## src/core/timer_pair_pkg.sv

```systemverilog
package timer_pair_pkg;
	// register bus geometry
	localparam int DATA_W = 16;
	localparam int ADDR_W = 3;
	localparam int PRIO_W = 3;
	localparam int PS_W = 8;

	// register offsets, one word each
	localparam logic [ADDR_W-1:0] ADDR_LOW_CTL = 3'h0;
	localparam logic [ADDR_W-1:0] ADDR_HIGH_CTL = 3'h1;
	localparam logic [ADDR_W-1:0] ADDR_LOW_COUNT = 3'h2;
	localparam logic [ADDR_W-1:0] ADDR_HIGH_COUNT = 3'h3;
	localparam logic [ADDR_W-1:0] ADDR_LOW_PERIOD = 3'h4;
	localparam logic [ADDR_W-1:0] ADDR_HIGH_PERIOD = 3'h5;
	localparam logic [ADDR_W-1:0] ADDR_IRQ_CTL = 3'h6;
	localparam logic [ADDR_W-1:0] ADDR_IRQ_FLAG = 3'h7;

	// control register field positions
	localparam int RUN_BIT = 15;
	localparam int IDLE_STOP_BIT = 13;
	localparam int GATE_BIT = 6;
	localparam int PS_HI = 5;
	localparam int PS_LO = 4;
	localparam int JOIN_BIT = 3;
	localparam int CLK_SRC_BIT = 1;

	// implemented control bits; the high control has no join bit
	localparam logic [DATA_W-1:0] LOW_CTL_MASK = 16'ha07a;
	localparam logic [DATA_W-1:0] HIGH_CTL_MASK = 16'ha072;
	localparam logic [DATA_W-1:0] CTL_RESET = 16'h0000;
	localparam logic [DATA_W-1:0] COUNT_RESET = 16'h0000;
	localparam logic [DATA_W-1:0] PERIOD_RESET = 16'hffff;
	localparam logic [DATA_W-1:0] WORD_ZERO = 16'h0000;
	localparam logic [DATA_W-1:0] WORD_ONE = 16'h0001;

	// interrupt control and flag fields
	localparam int LOW_IE_BIT = 0;
	localparam int HIGH_IE_BIT = 1;
	localparam int LOW_PRIO_LO = 2;
	localparam int HIGH_PRIO_LO = 5;
	localparam int IRQ_CTL_W = 8;
	localparam logic [IRQ_CTL_W-1:0] IRQ_CTL_RESET = 8'h00;
	localparam int FLAG_LOW = 0;
	localparam int FLAG_HIGH = 1;
	localparam logic [1:0] FLAG_RESET = 2'h0;

	// prescale select codes
	typedef enum logic [1:0] {
		PS_DIV1 = 2'h0,
		PS_DIV8 = 2'h1,
		PS_DIV64 = 2'h2,
		PS_DIV256 = 2'h3
	} prescale_t;

	localparam logic [PS_W-1:0] LAST_DIV1 = 8'h00;
	localparam logic [PS_W-1:0] LAST_DIV8 = 8'h07;
	localparam logic [PS_W-1:0] LAST_DIV64 = 8'h3f;
	localparam logic [PS_W-1:0] LAST_DIV256 = 8'hff;

	// last prescaler count before a tick for a select code
	function automatic logic [PS_W-1:0] prescaleLast(input logic [1:0] sel);
		logic [PS_W-1:0] last;
		last = LAST_DIV1;
		case (sel)
			PS_DIV8: last = LAST_DIV8;
			PS_DIV64: last = LAST_DIV64;
			PS_DIV256: last = LAST_DIV256;
			default: last = LAST_DIV1;
		endcase
		return last;
	endfunction : prescaleLast
endpackage : timer_pair_pkg

```

## src/core/tick_if.sv

```systemverilog
`timescale 1ns/1ps
// prescaler control and tick between the core and a prescaler
interface tick_if;
	logic [1:0] sel;
	logic inPulse;
	logic clear;
	logic tick;
	modport prescaler (input sel, input inPulse, input clear, output tick);
	modport user (output sel, output inPulse, output clear, input tick);
endinterface : tick_if

```

## src/core/pin_sync.sv

```systemverilog
`timescale 1ns/1ps
module pin_sync (
	input wire logic clk,
	input wire logic rst,
	input wire logic pin,
	output logic level,
	output logic rise
);
	logic stage1;
	logic stage2;
	logic stage3;

	// two-flop synchroniser plus a history flop for edge detection
	always_ff @(posedge clk) begin
		if (rst) begin
			stage1 <= 1'b0;
			stage2 <= 1'b0;
			stage3 <= 1'b0;
		end else begin
			stage1 <= pin;
			stage2 <= stage1;
			stage3 <= stage2;
		end
	end

	// edges seen only on synchronised stages
	assign level = stage2;
	assign rise = stage2 & ~stage3;
endmodule : pin_sync

```

## src/core/timer_prescaler.sv

```systemverilog
`timescale 1ns/1ps
module timer_prescaler
	import timer_pair_pkg::*;
(
	input wire logic clk,
	input wire logic rst,
	tick_if.prescaler ps
);
	logic [PS_W-1:0] cnt;

	// divide qualified input pulses by the selected ratio
	always_ff @(posedge clk) begin
		if (rst || ps.clear) begin
			cnt <= LAST_DIV1;
		end else if (ps.inPulse) begin
			if (cnt == prescaleLast(ps.sel)) begin
				cnt <= LAST_DIV1;
			end else begin
				cnt <= cnt + 8'h01;
			end
		end
	end

	assign ps.tick = ps.inPulse && (cnt == prescaleLast(ps.sel));
endmodule : timer_prescaler

```

## src/core/cascadable_timer_pair.sv

```systemverilog
// Contract
// - join bit makes one 32-bit counter
// - high timer holds upper count word
// - joined: low controls govern, high ignored; code still obeys the high idle stop bit
// - joined: high interrupt bits used only
// - only fixed low/high pairs join
// - joined supports timer, gated, counter modes
// - 32-bit period from both period words
// - count readable as high:low pair
// - run bit starts pair or single timer
// - gate bit active only on internal clock
// - prescale divides by 1, 8, 64, 256
// - joined prescale from low timer field
// - only first pair raises DMA triggers
// - timer and gated use instruction clock
// - counter mode counts external pin edges
// - low timer syncs after its prescaler
// - high timer syncs before its prescaler
//
// Local design decisions: the plain strobed port and the placing of the registers.
`timescale 1ns/1ps
module cascadable_timer_pair
	import timer_pair_pkg::*;
#(
	parameter int PAIR_INDEX = 0
) (
	input wire logic clk,
	input wire logic rst,
	input wire logic [ADDR_W-1:0] addr,
	input wire logic [DATA_W-1:0] wdata,
	input wire logic wr,
	input wire logic rd,
	output logic [DATA_W-1:0] rdata,
	input wire logic cpuIdle,
	input wire logic extClkPinLow,
	input wire logic extClkPinHigh,
	output logic lowIrqReq,
	output logic highIrqReq,
	output logic [PRIO_W-1:0] lowIrqPrio,
	output logic [PRIO_W-1:0] highIrqPrio,
	output logic dmaTrigLow,
	output logic dmaTrigHigh
);
	logic [DATA_W-1:0] lowWordTimerControl;
	logic [DATA_W-1:0] highWordTimerControl;
	logic [DATA_W-1:0] lowCount;
	logic [DATA_W-1:0] highCount;
	logic [DATA_W-1:0] lowPeriod;
	logic [DATA_W-1:0] highPeriod;
	logic [IRQ_CTL_W-1:0] irqCtl;
	logic [1:0] flags;
	logic [DATA_W-1:0] readVal;
	logic lowLevel;
	logic lowRise;
	logic highLevel;
	logic highRise;
	logic lowSrc;
	logic highSrc;
	logic lowRun;
	logic highRun;
	logic joined;
	logic lowTickReg;
	logic lowTick;
	logic highTick;
	logic lowMatch;
	logic highMatch;
	logic match32;
	logic lowEvent;
	logic highEvent;
	logic [31:0] count32;
	logic [31:0] period32;
	logic [31:0] next32;

	tick_if lowPs ();
	tick_if highPs ();

	// pins pass two flops before anything reads them
	pin_sync lowSync (
		.clk(clk),
		.rst(rst),
		.pin(extClkPinLow),
		.level(lowLevel),
		.rise(lowRise)
	);

	pin_sync highSync (
		.clk(clk),
		.rst(rst),
		.pin(extClkPinHigh),
		.level(highLevel),
		.rise(highRise)
	);

	timer_prescaler lowDiv (
		.clk(clk),
		.rst(rst),
		.ps(lowPs.prescaler)
	);

	timer_prescaler highDiv (
		.clk(clk),
		.rst(rst),
		.ps(highPs.prescaler)
	);

	// join select
	// the pairing is fixed by structure: this low timer with this high one
	assign joined = lowWordTimerControl[JOIN_BIT];

	// run gating
	// joined pair obeys low run bit; high idle stop still applies
	assign lowRun = lowWordTimerControl[RUN_BIT]
		& ~(cpuIdle & lowWordTimerControl[IDLE_STOP_BIT])
		& ~(joined & cpuIdle & highWordTimerControl[IDLE_STOP_BIT]);
	assign highRun = highWordTimerControl[RUN_BIT]
		& ~(cpuIdle & highWordTimerControl[IDLE_STOP_BIT]);

	// low input source
	// internal clock is every cycle; gate qualifies it by the pin level
	always_comb begin
		lowSrc = 1'b1;
		if (lowWordTimerControl[CLK_SRC_BIT]) begin
			lowSrc = lowRise;
		end else if (lowWordTimerControl[GATE_BIT]) begin
			lowSrc = lowLevel;
		end
	end

	// high input source, used only while independent
	always_comb begin
		highSrc = 1'b1;
		if (highWordTimerControl[CLK_SRC_BIT]) begin
			highSrc = highRise;
		end else if (highWordTimerControl[GATE_BIT]) begin
			highSrc = highLevel;
		end
	end

	// low prescaler also serves the joined pair
	assign lowPs.sel = lowWordTimerControl[PS_HI:PS_LO];
	assign lowPs.inPulse = lowRun & lowSrc;
	assign lowPs.clear = ~lowRun;

	// high prescaler held idle while joined
	assign highPs.sel = highWordTimerControl[PS_HI:PS_LO];
	assign highPs.inPulse = highRun & ~joined & highSrc;
	assign highPs.clear = ~highRun | joined;

	// external ticks realigned after the low prescaler
	always_ff @(posedge clk) begin
		if (rst) begin
			lowTickReg <= 1'b0;
		end else begin
			lowTickReg <= lowPs.tick & lowWordTimerControl[CLK_SRC_BIT];
		end
	end

	assign lowTick = lowRun & (lowWordTimerControl[CLK_SRC_BIT] ?
		lowTickReg : lowPs.tick);
	// high edges already synchronised ahead of its prescaler
	assign highTick = highPs.tick;

	// 32-bit view of count and period
	assign count32 = {highCount, lowCount};
	assign period32 = {highPeriod, lowPeriod};
	assign match32 = count32 == period32;
	assign next32 = match32 ? 32'h0000_0000 : count32 + 32'h0000_0001;
	assign lowMatch = lowCount == lowPeriod;
	assign highMatch = highCount == highPeriod;

	// period events; joined events are high-timer events
	assign lowEvent = lowTick & ~joined & lowMatch;
	assign highEvent = joined ? (lowTick & match32) : (highTick & highMatch);

	// control registers keep only implemented bits
	always_ff @(posedge clk) begin
		if (rst) begin
			lowWordTimerControl <= CTL_RESET;
			highWordTimerControl <= CTL_RESET;
		end else if (wr) begin
			if (addr == ADDR_LOW_CTL) begin
				lowWordTimerControl <= wdata & LOW_CTL_MASK;
			end else if (addr == ADDR_HIGH_CTL) begin
				highWordTimerControl <= wdata & HIGH_CTL_MASK;
			end
		end
	end

	always_ff @(posedge clk) begin
		if (rst) begin
			lowPeriod <= PERIOD_RESET;
			highPeriod <= PERIOD_RESET;
		end else if (wr) begin
			if (addr == ADDR_LOW_PERIOD) begin
				lowPeriod <= wdata;
			end else if (addr == ADDR_HIGH_PERIOD) begin
				highPeriod <= wdata;
			end
		end
	end

	// low count word; a software load wins over a tick
	always_ff @(posedge clk) begin
		if (rst) begin
			lowCount <= COUNT_RESET;
		end else if (wr && addr == ADDR_LOW_COUNT) begin
			lowCount <= wdata;
		end else if (lowTick) begin
			if (joined) begin
				lowCount <= next32[15:0];
			end else if (lowMatch) begin
				lowCount <= WORD_ZERO;
			end else begin
				lowCount <= lowCount + WORD_ONE;
			end
		end
	end

	// high count word carries the upper half when joined
	always_ff @(posedge clk) begin
		if (rst) begin
			highCount <= COUNT_RESET;
		end else if (wr && addr == ADDR_HIGH_COUNT) begin
			highCount <= wdata;
		end else if (joined) begin
			if (lowTick) begin
				highCount <= next32[31:16];
			end
		end else if (highTick) begin
			if (highMatch) begin
				highCount <= WORD_ZERO;
			end else begin
				highCount <= highCount + WORD_ONE;
			end
		end
	end

	// interrupt enables and priorities
	always_ff @(posedge clk) begin
		if (rst) begin
			irqCtl <= IRQ_CTL_RESET;
		end else if (wr && addr == ADDR_IRQ_CTL) begin
			irqCtl <= wdata[IRQ_CTL_W-1:0];
		end
	end

	// sticky flags: writing 0 clears, a same-cycle event still sets
	always_ff @(posedge clk) begin
		if (rst) begin
			flags <= FLAG_RESET;
		end else if (wr && addr == ADDR_IRQ_FLAG) begin
			flags <= (flags & wdata[1:0]) | {highEvent, lowEvent};
		end else begin
			flags <= flags | {highEvent, lowEvent};
		end
	end

	// joined pair drives only the high interrupt request
	always_ff @(posedge clk) begin
		if (rst) begin
			lowIrqReq <= 1'b0;
			highIrqReq <= 1'b0;
			lowIrqPrio <= '0;
			highIrqPrio <= '0;
		end else begin
			lowIrqReq <= flags[FLAG_LOW] & irqCtl[LOW_IE_BIT] & ~joined;
			highIrqReq <= flags[FLAG_HIGH] & irqCtl[HIGH_IE_BIT];
			lowIrqPrio <= irqCtl[LOW_PRIO_LO +: PRIO_W];
			highIrqPrio <= irqCtl[HIGH_PRIO_LO +: PRIO_W];
		end
	end

	// DMA triggers exist only on the first pair
	always_ff @(posedge clk) begin
		if (rst) begin
			dmaTrigLow <= 1'b0;
			dmaTrigHigh <= 1'b0;
		end else begin
			dmaTrigLow <= (PAIR_INDEX == 0) && lowEvent;
			dmaTrigHigh <= (PAIR_INDEX == 0) && highEvent;
		end
	end

	always_comb begin
		readVal = WORD_ZERO;
		if (addr == ADDR_LOW_CTL) begin
			readVal = lowWordTimerControl;
		end else if (addr == ADDR_HIGH_CTL) begin
			readVal = highWordTimerControl;
		end else if (addr == ADDR_LOW_COUNT) begin
			readVal = lowCount;
		end else if (addr == ADDR_HIGH_COUNT) begin
			readVal = highCount;
		end else if (addr == ADDR_LOW_PERIOD) begin
			readVal = lowPeriod;
		end else if (addr == ADDR_HIGH_PERIOD) begin
			readVal = highPeriod;
		end else if (addr == ADDR_IRQ_CTL) begin
			readVal = {8'h00, irqCtl};
		end else if (addr == ADDR_IRQ_FLAG) begin
			readVal = {14'h0000, flags};
		end
	end

	// read data stand for one cycle after the strobe, zero otherwise
	always_ff @(posedge clk) begin
		if (rst) begin
			rdata <= WORD_ZERO;
		end else if (rd) begin
			rdata <= readVal;
		end else begin
			rdata <= WORD_ZERO;
		end
	end
endmodule : cascadable_timer_pair

```

## config.mk

```make
export PLATFORM = sky130hd
export DESIGN_NAME = cascadable_timer_pair
export DESIGN_NICKNAME = d
export VERILOG_FILES = /design/src/core/timer_pair_pkg.sv /design/src/core/tick_if.sv /design/src/core/pin_sync.sv /design/src/core/timer_prescaler.sv /design/src/core/cascadable_timer_pair.sv
export SDC_FILE = /design/constraint.sdc
export NUM_CORES = 1
export LEC_CHECK = 0
export BUFFER_PORTS_ARGS = -buffer_cell sky130_fd_sc_hd__buf_2
export CAP_MARGIN = 20
export CORE_MARGIN = 8
export CORE_UTILIZATION = 60
export CTS_CLUSTER_DIAMETER = 60
export CTS_CLUSTER_SIZE = 40
export DETAILED_ROUTE_END_ITERATION = 8
export GPL_ROUTABILITY_DRIVEN = 0
export PLACE_DENSITY = 0.8
export RECOVER_POWER = 100
export SETUP_SLACK_MARGIN = 0.3
export SLEW_MARGIN = 20
export SYNTH_ARGS = -nofsm -noshare
export SYNTH_HDL_FRONTEND = slang
export SYNTH_SLANG_ARGS = --single-unit
```

## constraint.sdc

```tcl
create_clock -name clk -period 2.97 [get_ports clk]
set_input_delay 0 -clock clk [delete_from_list [all_inputs] [get_ports clk]]
set_output_delay 0 -clock clk [all_outputs]
set_load 0.1 [all_outputs]
```

-- Word level (Yosys, flattened, before mapping)
Index checks and enable logic that the tools add are counted.
- word-level logic and storage cells: 138
- flip-flop bits (word level): 136
- reductions and logical operators: 18
- equality and inequality tests: 21
- add/sub/neg operators: 5
- bitwise gates (word level): 36
- mux-type cells: 33
- operator list (cell ; count):
    $mux W16 ; 15
    $mux W8 ; 7
    $pmux W8 S3 ; 2
    $add A16 B1 Y16 const B ; 2
    $add A32 B1 Y32 const B ; 1
    $eq A16 B16 Y1 ; 2
    $eq A32 B32 Y1 ; 1
    $eq A8 B8 Y1 ; 4
    $mux W32 ; 1
    $and A1 B1 Y1 ; 21
    $add A8 B1 Y8 const B ; 2
    $eq A3 B3 Y1 const B ; 4
    $not A1 Y1 ; 11
    $eq A2 B2 Y1 const B ; 4
    $eq A3 B2 Y1 const B ; 2
    $logic_and A1 B1 Y1 ; 6
    $mux W1 ; 6
    $reduce_and A2 Y1 ; 3
    $reduce_and A3 Y1 ; 2
    $eq A2 B1 Y1 const B ; 2
    $mux W2 ; 2
    $or A2 B2 Y2 ; 2
    $reduce_or A4 Y1 ; 1
    $eq A3 B1 Y1 const B ; 1
    other kinds (8) ; 9

-- Longest topological paths before layout
- depth after elaboration: 12
- depth in mapped cells: 10
- depth with buffers taken out: 8

-- By module
From an unflattened synthesis, not the netlist that was laid out.
- cell total of the unflattened synthesis: 870
- area, all modules: 7189.4 sq um
- by module, submodules not included (module ; area each (sq um) ; cells an instance ; seq. area each (sq um) ; times used):
    cascadable_timer_pair ; 6135.9 ; 766 ; 2282.2 ; 1
    timer_prescaler ; 439.2 ; 45 ; 160.2 ; 2
    pin_sync ; 87.6 ; 7 ; 60.1 ; 2

-- Worst setup path after synthesis
Ideal clock, no wire load.
- path type: register -> register
- start: register lowCount[0]
- end: register highCount[14]
- data required time: 2.853 ns
- stages on the path, launching flop included: 8
- path slack: 0.861 ns
- data arrival time: 1.991 ns
- setup time: 0.117 ns
- period minus slack after synthesis: 2.109 ns
- cell sequence: dfxtp_1 > ha_1 > nand3_2 > or4_4 > o21ai_4 > nor2_1 > o21a_1 > a32o_1
- word-level cells in the longest chain between the ends: 5
- elaborated cells between the ends (all ways): 6
- classes of those cells: add/sub (1); eq/ne (1); mux (4)
- ends and longest elaborated chain (what ; line ; RTL):
    start: declaration ; cascadable_timer_pair.sv:46 ; logic [DATA_W-1:0] lowCount;
    start signal: assignment ; cascadable_timer_pair.sv:207 ; lowCount <= wdata;
    start signal: assignment ; cascadable_timer_pair.sv:210 ; lowCount <= next32[15:0];
    start signal: assignment ; cascadable_timer_pair.sv:214 ; lowCount <= lowCount + WORD_ONE;
    $add A32 B1 Y32 / $eq A32 B32 Y1 (equally long branches) ; cascadable_timer_pair.sv:167, cascadable_timer_pair.sv:166 ;
    $mux W32 (*) ; cascadable_timer_pair.sv:167 ; assign next32 = match32 ? 32'h0000_0000 : count32 + 32'h0000_0001;
    $mux W16 (*) ; cascadable_timer_pair.sv:226 ; if (lowTick) begin
    $mux W16 (*) ; cascadable_timer_pair.sv:225 ; end else if (joined) begin
    $mux W16 (*) ; cascadable_timer_pair.sv:223 ; end else if (wr && addr == ADDR_HIGH_COUNT) begin
    end signal: assignment ; cascadable_timer_pair.sv:224 ; highCount <= wdata;
    end signal: assignment ; cascadable_timer_pair.sv:227 ; highCount <= next32[31:16];
    end signal: assignment ; cascadable_timer_pair.sv:233 ; highCount <= highCount + WORD_ONE;
    end: declaration ; cascadable_timer_pair.sv:47 ; logic [DATA_W-1:0] highCount;
Every way passes the cells marked *; elsewhere a longest branch is shown, timed or not. The select of a mux whose other input is x is not followed.
A chain may end at the register's enable or synchronous reset.

-- Worst setup path in the final report
- start: register lowWordTimerControl[5]
- end: register lowCount[8]
- word-level cells in the longest chain between the ends: 7
- elaborated cells between the ends (all ways): 9
- classes of those cells: eq/ne (4); mux (2); bitwise (1); reduce/logical (2)
- ends and longest elaborated chain (what ; line ; RTL):
    start: declaration ; cascadable_timer_pair.sv:44 ; logic [DATA_W-1:0] lowWordTimerControl;
    start signal: assignment ; cascadable_timer_pair.sv:182 ; lowWordTimerControl <= wdata & LOW_CTL_MASK;
    $eq A2 B2 Y1 / $eq A2 B1 Y1 (equally long branches) ; timer_pair_pkg.sv:64 ; case (sel)
    $pmux W8 S3 (*) ; timer_pair_pkg.sv:64 ;
    $eq A8 B8 Y1 (*) ; timer_prescaler.sv:24 ; assign ps.tick = ps.inPulse && (cnt == prescaleLast(ps.sel));
    $logic_and A1 B1 Y1 (*) ; timer_prescaler.sv:24 ;
    $mux W1 (*) ; cascadable_timer_pair.sv:158 ; assign lowTick = lowRun & (lowWordTimerControl[CLK_SRC_BIT] ?
    $and A1 B1 Y1 (*) ; cascadable_timer_pair.sv:158 ;
    $reduce_bool A2 Y1 (no line) (*) ; -- ;
Every way passes the cells marked *; elsewhere a longest branch is shown, timed or not.

==> run summary <==
FLOW RUN
--------------------------------------------------------------------------------
Count of max-cap constraint violations ............................            0

PLACED DESIGN
--------------------------------------------------------------------------------
Cells after DPL ...................................................        1,025
Final HPWL from detailed placement ................................    15,400 um
Port Buffers ......................................................           51

WORST SETUP PATH
--------------------------------------------------------------------------------
Startpoint class of the critical path .............................     register
Required time at the endpoint of the critical path ................      3310 ps
Critical path data arrival time ...................................      3030 ps
Slack of the worst reg-to-reg path ................................       290 ps
Nature of the critical path endpoint ..............................     register
Count of cells along the worst register-to-register path ..........            7
Critical Setup Path Class .........................................   reg -> reg
Max Fanout on Critical Path .......................................           12

DIE
--------------------------------------------------------------------------------
Floorplan core area ...............................................   11,400 um2
Die ar. ...........................................................   15,400 um2
Effective utilization at floorplan ................................        61.5%
IO Pins ...........................................................           52
Die span in y .....................................................       124 um
Horiz. Die Dim ....................................................       124 um
Placement row count ...............................................           39

TIMING
--------------------------------------------------------------------------------
Clock Skew ........................................................      8.64 ps
Transition time at the pin with the least slew margin .............      1340 ps
Final hold viol count .............................................            0
Normalized max-slew margin ........................................        10.5%
Number of pins exceeding their max-slew limit in the final report .            0
Final worst path period need ......................................      2680 ps
Aggregate negative setup slack ....................................         0 ps
# setup viols final ...............................................            0
Maximum clock frequency ...........................................      373 MHz
Fraction of the cycle the final worst path needs ..................        90.3%
Setup repair after global routing missed its margin ...............         true

FINAL LAYOUT
--------------------------------------------------------------------------------
Post-route insts no fill ..........................................        1,080
Antenna cells .....................................................            0
Total area of sequential cells ....................................     2720 um2
Multi-input gate area .............................................     4000 um2
Number of nets in the finished design .............................          955
Ratio of cells with drive above 1 in the final layout .............        10.8%
Area delta synth->final ...........................................        15.7%
Filler instances ..................................................          884

WORST HOLD PATH
--------------------------------------------------------------------------------
Hold WC Path Type .................................................    in -> reg
Number of stages on the worst hold path ...........................            3

SYNTHESIS
--------------------------------------------------------------------------------
Post-synth top area share .........................................        38.8%
Async S/R FF share, synth .........................................           0%
Sequential fraction of the synthesis area .........................        38.8%
Number of synthesized register bits ...............................          136
Cells after synthesis .............................................          867
Distinct cell type count after synthesis ..........................           66
Synth Net Count ...................................................          897
Netlist Area Pre-Place ............................................     7020 um2
Cell type with the largest total area after synthesis ............. sky130_fd_sc_hd__dfxtp_1
Average footprint of a synthesized cell ...........................     8.09 um2
Synth area leaders ................................................ sky130_fd_sc_hd__dfxtp_1, sky130_fd_sc_hd__nand2_1, sky130_fd_sc_hd__mux2i_1
Number of enable-type register cells in the synthesized netlist ...            0
Main synth FF type ................................................ sky130_fd_sc_hd__dfxtp_1
YS warnings .......................................................            0

DRT
--------------------------------------------------------------------------------
Vias per cell .....................................................         6.71
Routed wire length per instance ...................................      21.1 um
Violation count after the first detailed-routing iteration ........        1,178
Drt first pass iters ..............................................            7
Aggregate routed wire length ......................................    22,800 um
Total number of vias ..............................................        7,243
DRC errors left ...................................................            0
Antenna Violating Nets Remaining ..................................            0

POWER AND IR DROP
--------------------------------------------------------------------------------
Total power per unit cell area ....................................   535 nW/um2
Max VDD drop ......................................................     0.531 mV
Static leakage ....................................................   0.00298 uW

CLOCKING
--------------------------------------------------------------------------------
Num CTS Buffers ...................................................           17
Worst-path clk slew ...............................................        60 ps
Total number of H-tree levels .....................................            4
Clk root buf ...................................................... sky130_fd_sc_hd__clkbuf_16
Clock net sink count ..............................................          136
CTS Buffer Depth ..................................................            2
Insertion delay to the later sink of the worst-skew pair ..........       440 ps
Clock tree from TritonCTS .........................................         done

GRT
--------------------------------------------------------------------------------
Number of antenna violations at the first check in global routing .            1
Wire length of the first global-routing pass ......................    36,000 um
Vias in the first global route ....................................        6,910
Pin count of the biggest net entering global routing ..............           51
Total routing resource utilization after global routing ...........        30.2%
Remaining global-route overflow ...................................            0

STATUS
--------------------------------------------------------------------------------
Run status ........................................................ complete, no violations

==> metal layers <==
layer	vias to the layer above	GRT usage, %	wire (um)
met2	541	47.3	10400
li1	3231	-	-
met4	2	14.3	990
met1	3349	37.9	8600
met5	-	0	15
met3	120	8.30	2810
==> layout by cell type, fill, tap and decap left out, drive strengths merged, types with 7 or more instances in the layout <==
master / n
a31oi: 11
buf: 43
a21oi: 66
inv: 26
dfxtp: 136
nand2: 119
o32ai: 9
o211ai: 7
nor4: 17
nand4: 15
o22ai: 10
mux2i: 40
clkbuf: 48
xor2: 41
nor2b: 18
nand3: 34
and3: 11
nor3: 22
nor2: 89
o21ai: 38
a211oi: 14
dlygate4sd3: 21
==> cells by family (layout without fill, tap and decap cells) <==
family | count (synthesis) | in the layout | share of synthesized area [%]
buffers and inverters | 78 | 148 | 4.65
AO/OA/AOI/OAI | 206 | 206 | 19.3
XOR/XNOR | 47 | 47 | 5.87
multiplexers | 44 | 44 | 6.51
AND/OR/NAND/NOR | 352 | 352 | 24.1
flip-flops | 136 | 136 | 38.8
adder cells (fa/ha/maj) | 4 | 4 | 0.713
==> what timing repair did <==
item / CTS / global route
endpoints found under the hold margin: 76 / 0
endpoints found under the setup margin: 4 / 26
gates resized for setup: 1 / 6
hold buffers: 21 / 0
buffers inserted: 0 / 3
pin swaps: 0 / 2
==> cells in the mapped netlist (4+ instances only) <==
| master | instances |
|---|---|
| sky130_fd_sc_hd__nor4_1 | 15 |
| sky130_fd_sc_hd__mux2i_1 | 40 |
| sky130_fd_sc_hd__clkbuf_1 | 36 |
| sky130_fd_sc_hd__xnor2_1 | 6 |
| sky130_fd_sc_hd__a221oi_1 | 6 |
| sky130_fd_sc_hd__nor3_1 | 21 |
| sky130_fd_sc_hd__nor2b_1 | 18 |
| sky130_fd_sc_hd__dfxtp_1 | 136 |
| sky130_fd_sc_hd__and2_1 | 6 |
| sky130_fd_sc_hd__xor2_1 | 41 |
| sky130_fd_sc_hd__nand4_1 | 14 |
| sky130_fd_sc_hd__o21ai_0 | 35 |
| sky130_fd_sc_hd__o32ai_1 | 9 |
| sky130_fd_sc_hd__or3_1 | 4 |
| sky130_fd_sc_hd__o211a_1 | 6 |
| sky130_fd_sc_hd__inv_1 | 21 |
| sky130_fd_sc_hd__buf_2 | 15 |
| sky130_fd_sc_hd__and3_1 | 11 |
| sky130_fd_sc_hd__nand2b_1 | 5 |
| sky130_fd_sc_hd__a22oi_1 | 6 |
| sky130_fd_sc_hd__nor2_1 | 86 |
| sky130_fd_sc_hd__a21o_1 | 4 |
| sky130_fd_sc_hd__a311oi_1 | 4 |
| sky130_fd_sc_hd__a32oi_1 | 5 |
| sky130_fd_sc_hd__nand2_1 | 119 |
| sky130_fd_sc_hd__a21oi_1 | 65 |
| sky130_fd_sc_hd__o211ai_1 | 7 |
| sky130_fd_sc_hd__ha_1 | 4 |
| sky130_fd_sc_hd__o22ai_1 | 10 |
| sky130_fd_sc_hd__a211oi_1 | 14 |
| sky130_fd_sc_hd__nand3_1 | 33 |
| sky130_fd_sc_hd__a31oi_1 | 11 |
==> critical path: stages, from the launching register on <==
cell	delay, ps
sky130_fd_sc_hd__dfxtp_1	370
sky130_fd_sc_hd__nor4_1	300
sky130_fd_sc_hd__o22ai_1	140
sky130_fd_sc_hd__o31ai_1	480
sky130_fd_sc_hd__nand2_1	460
sky130_fd_sc_hd__nor2_1	400
sky130_fd_sc_hd__nand4b_1	140
sky130_fd_sc_hd__a311oi_1	300
==> final timing paths <==
kind,endpoint,start
setup reg to reg,lowCount[8],lowWordTimerControl[5]
hold / removal,lowDiv.cnt[1],cpuIdle
hold reg to reg,highSync.level,highSync.stage1
setup / recovery,lowCount[8],lowWordTimerControl[5]
==> state kept, by name, indices dropped and copies added, names as in the netlist, 2 cells and up <==
| name | count |
|---|---|
| irqCtl | 8 |
| lowWordTimerControl | 7 |
| highPeriod | 16 |
| flags | 2 |
| highIrqPrio | 3 |
| lowIrqPrio | 3 |
| highWordTimerControl | 6 |
| highCount | 16 |
| lowDiv.cnt | 8 |
| rdata | 16 |
| lowCount | 16 |
| lowPeriod | 16 |
| highDiv.cnt | 8 |
==> through the flow <==
step	hold slack (ps)	util, %	worst slack (ps)	area, um2	total power, uW
global route	52.7	71.1	148	8120	4450
detailed placement	219	64.4	314	7360	2370
global placement	218	64.4	342	7360	2360
floorplan	124	-	861	7020	2240
finish	28.7	71.1	288	8120	4340
CTS	13.5	71.1	300	8120	4320
==> area by class of cell <==
| cell class | count | share of cell area [%] |
|---|---|---|
| Multi-Input combinational cell | 653 | 49.3 |
| Sequential cell | 136 | 33.5 |
| Timing Repair Buffer | 95 | 7.29 |
| Clock buffer | 17 | 5.24 |
| Tap cell | 143 | 2.20 |
| Clock inverter | 14 | 1.45 |
| Inverter | 22 | 1.02 |
==> power breakdown <==
part           total [uW]  switching [uW]  internal, uW
combinational         448             308           140
clock                1960             886          1080
sequential           1930            56.9          1870
No activity file was read; power rests on OpenSTA's default activity.
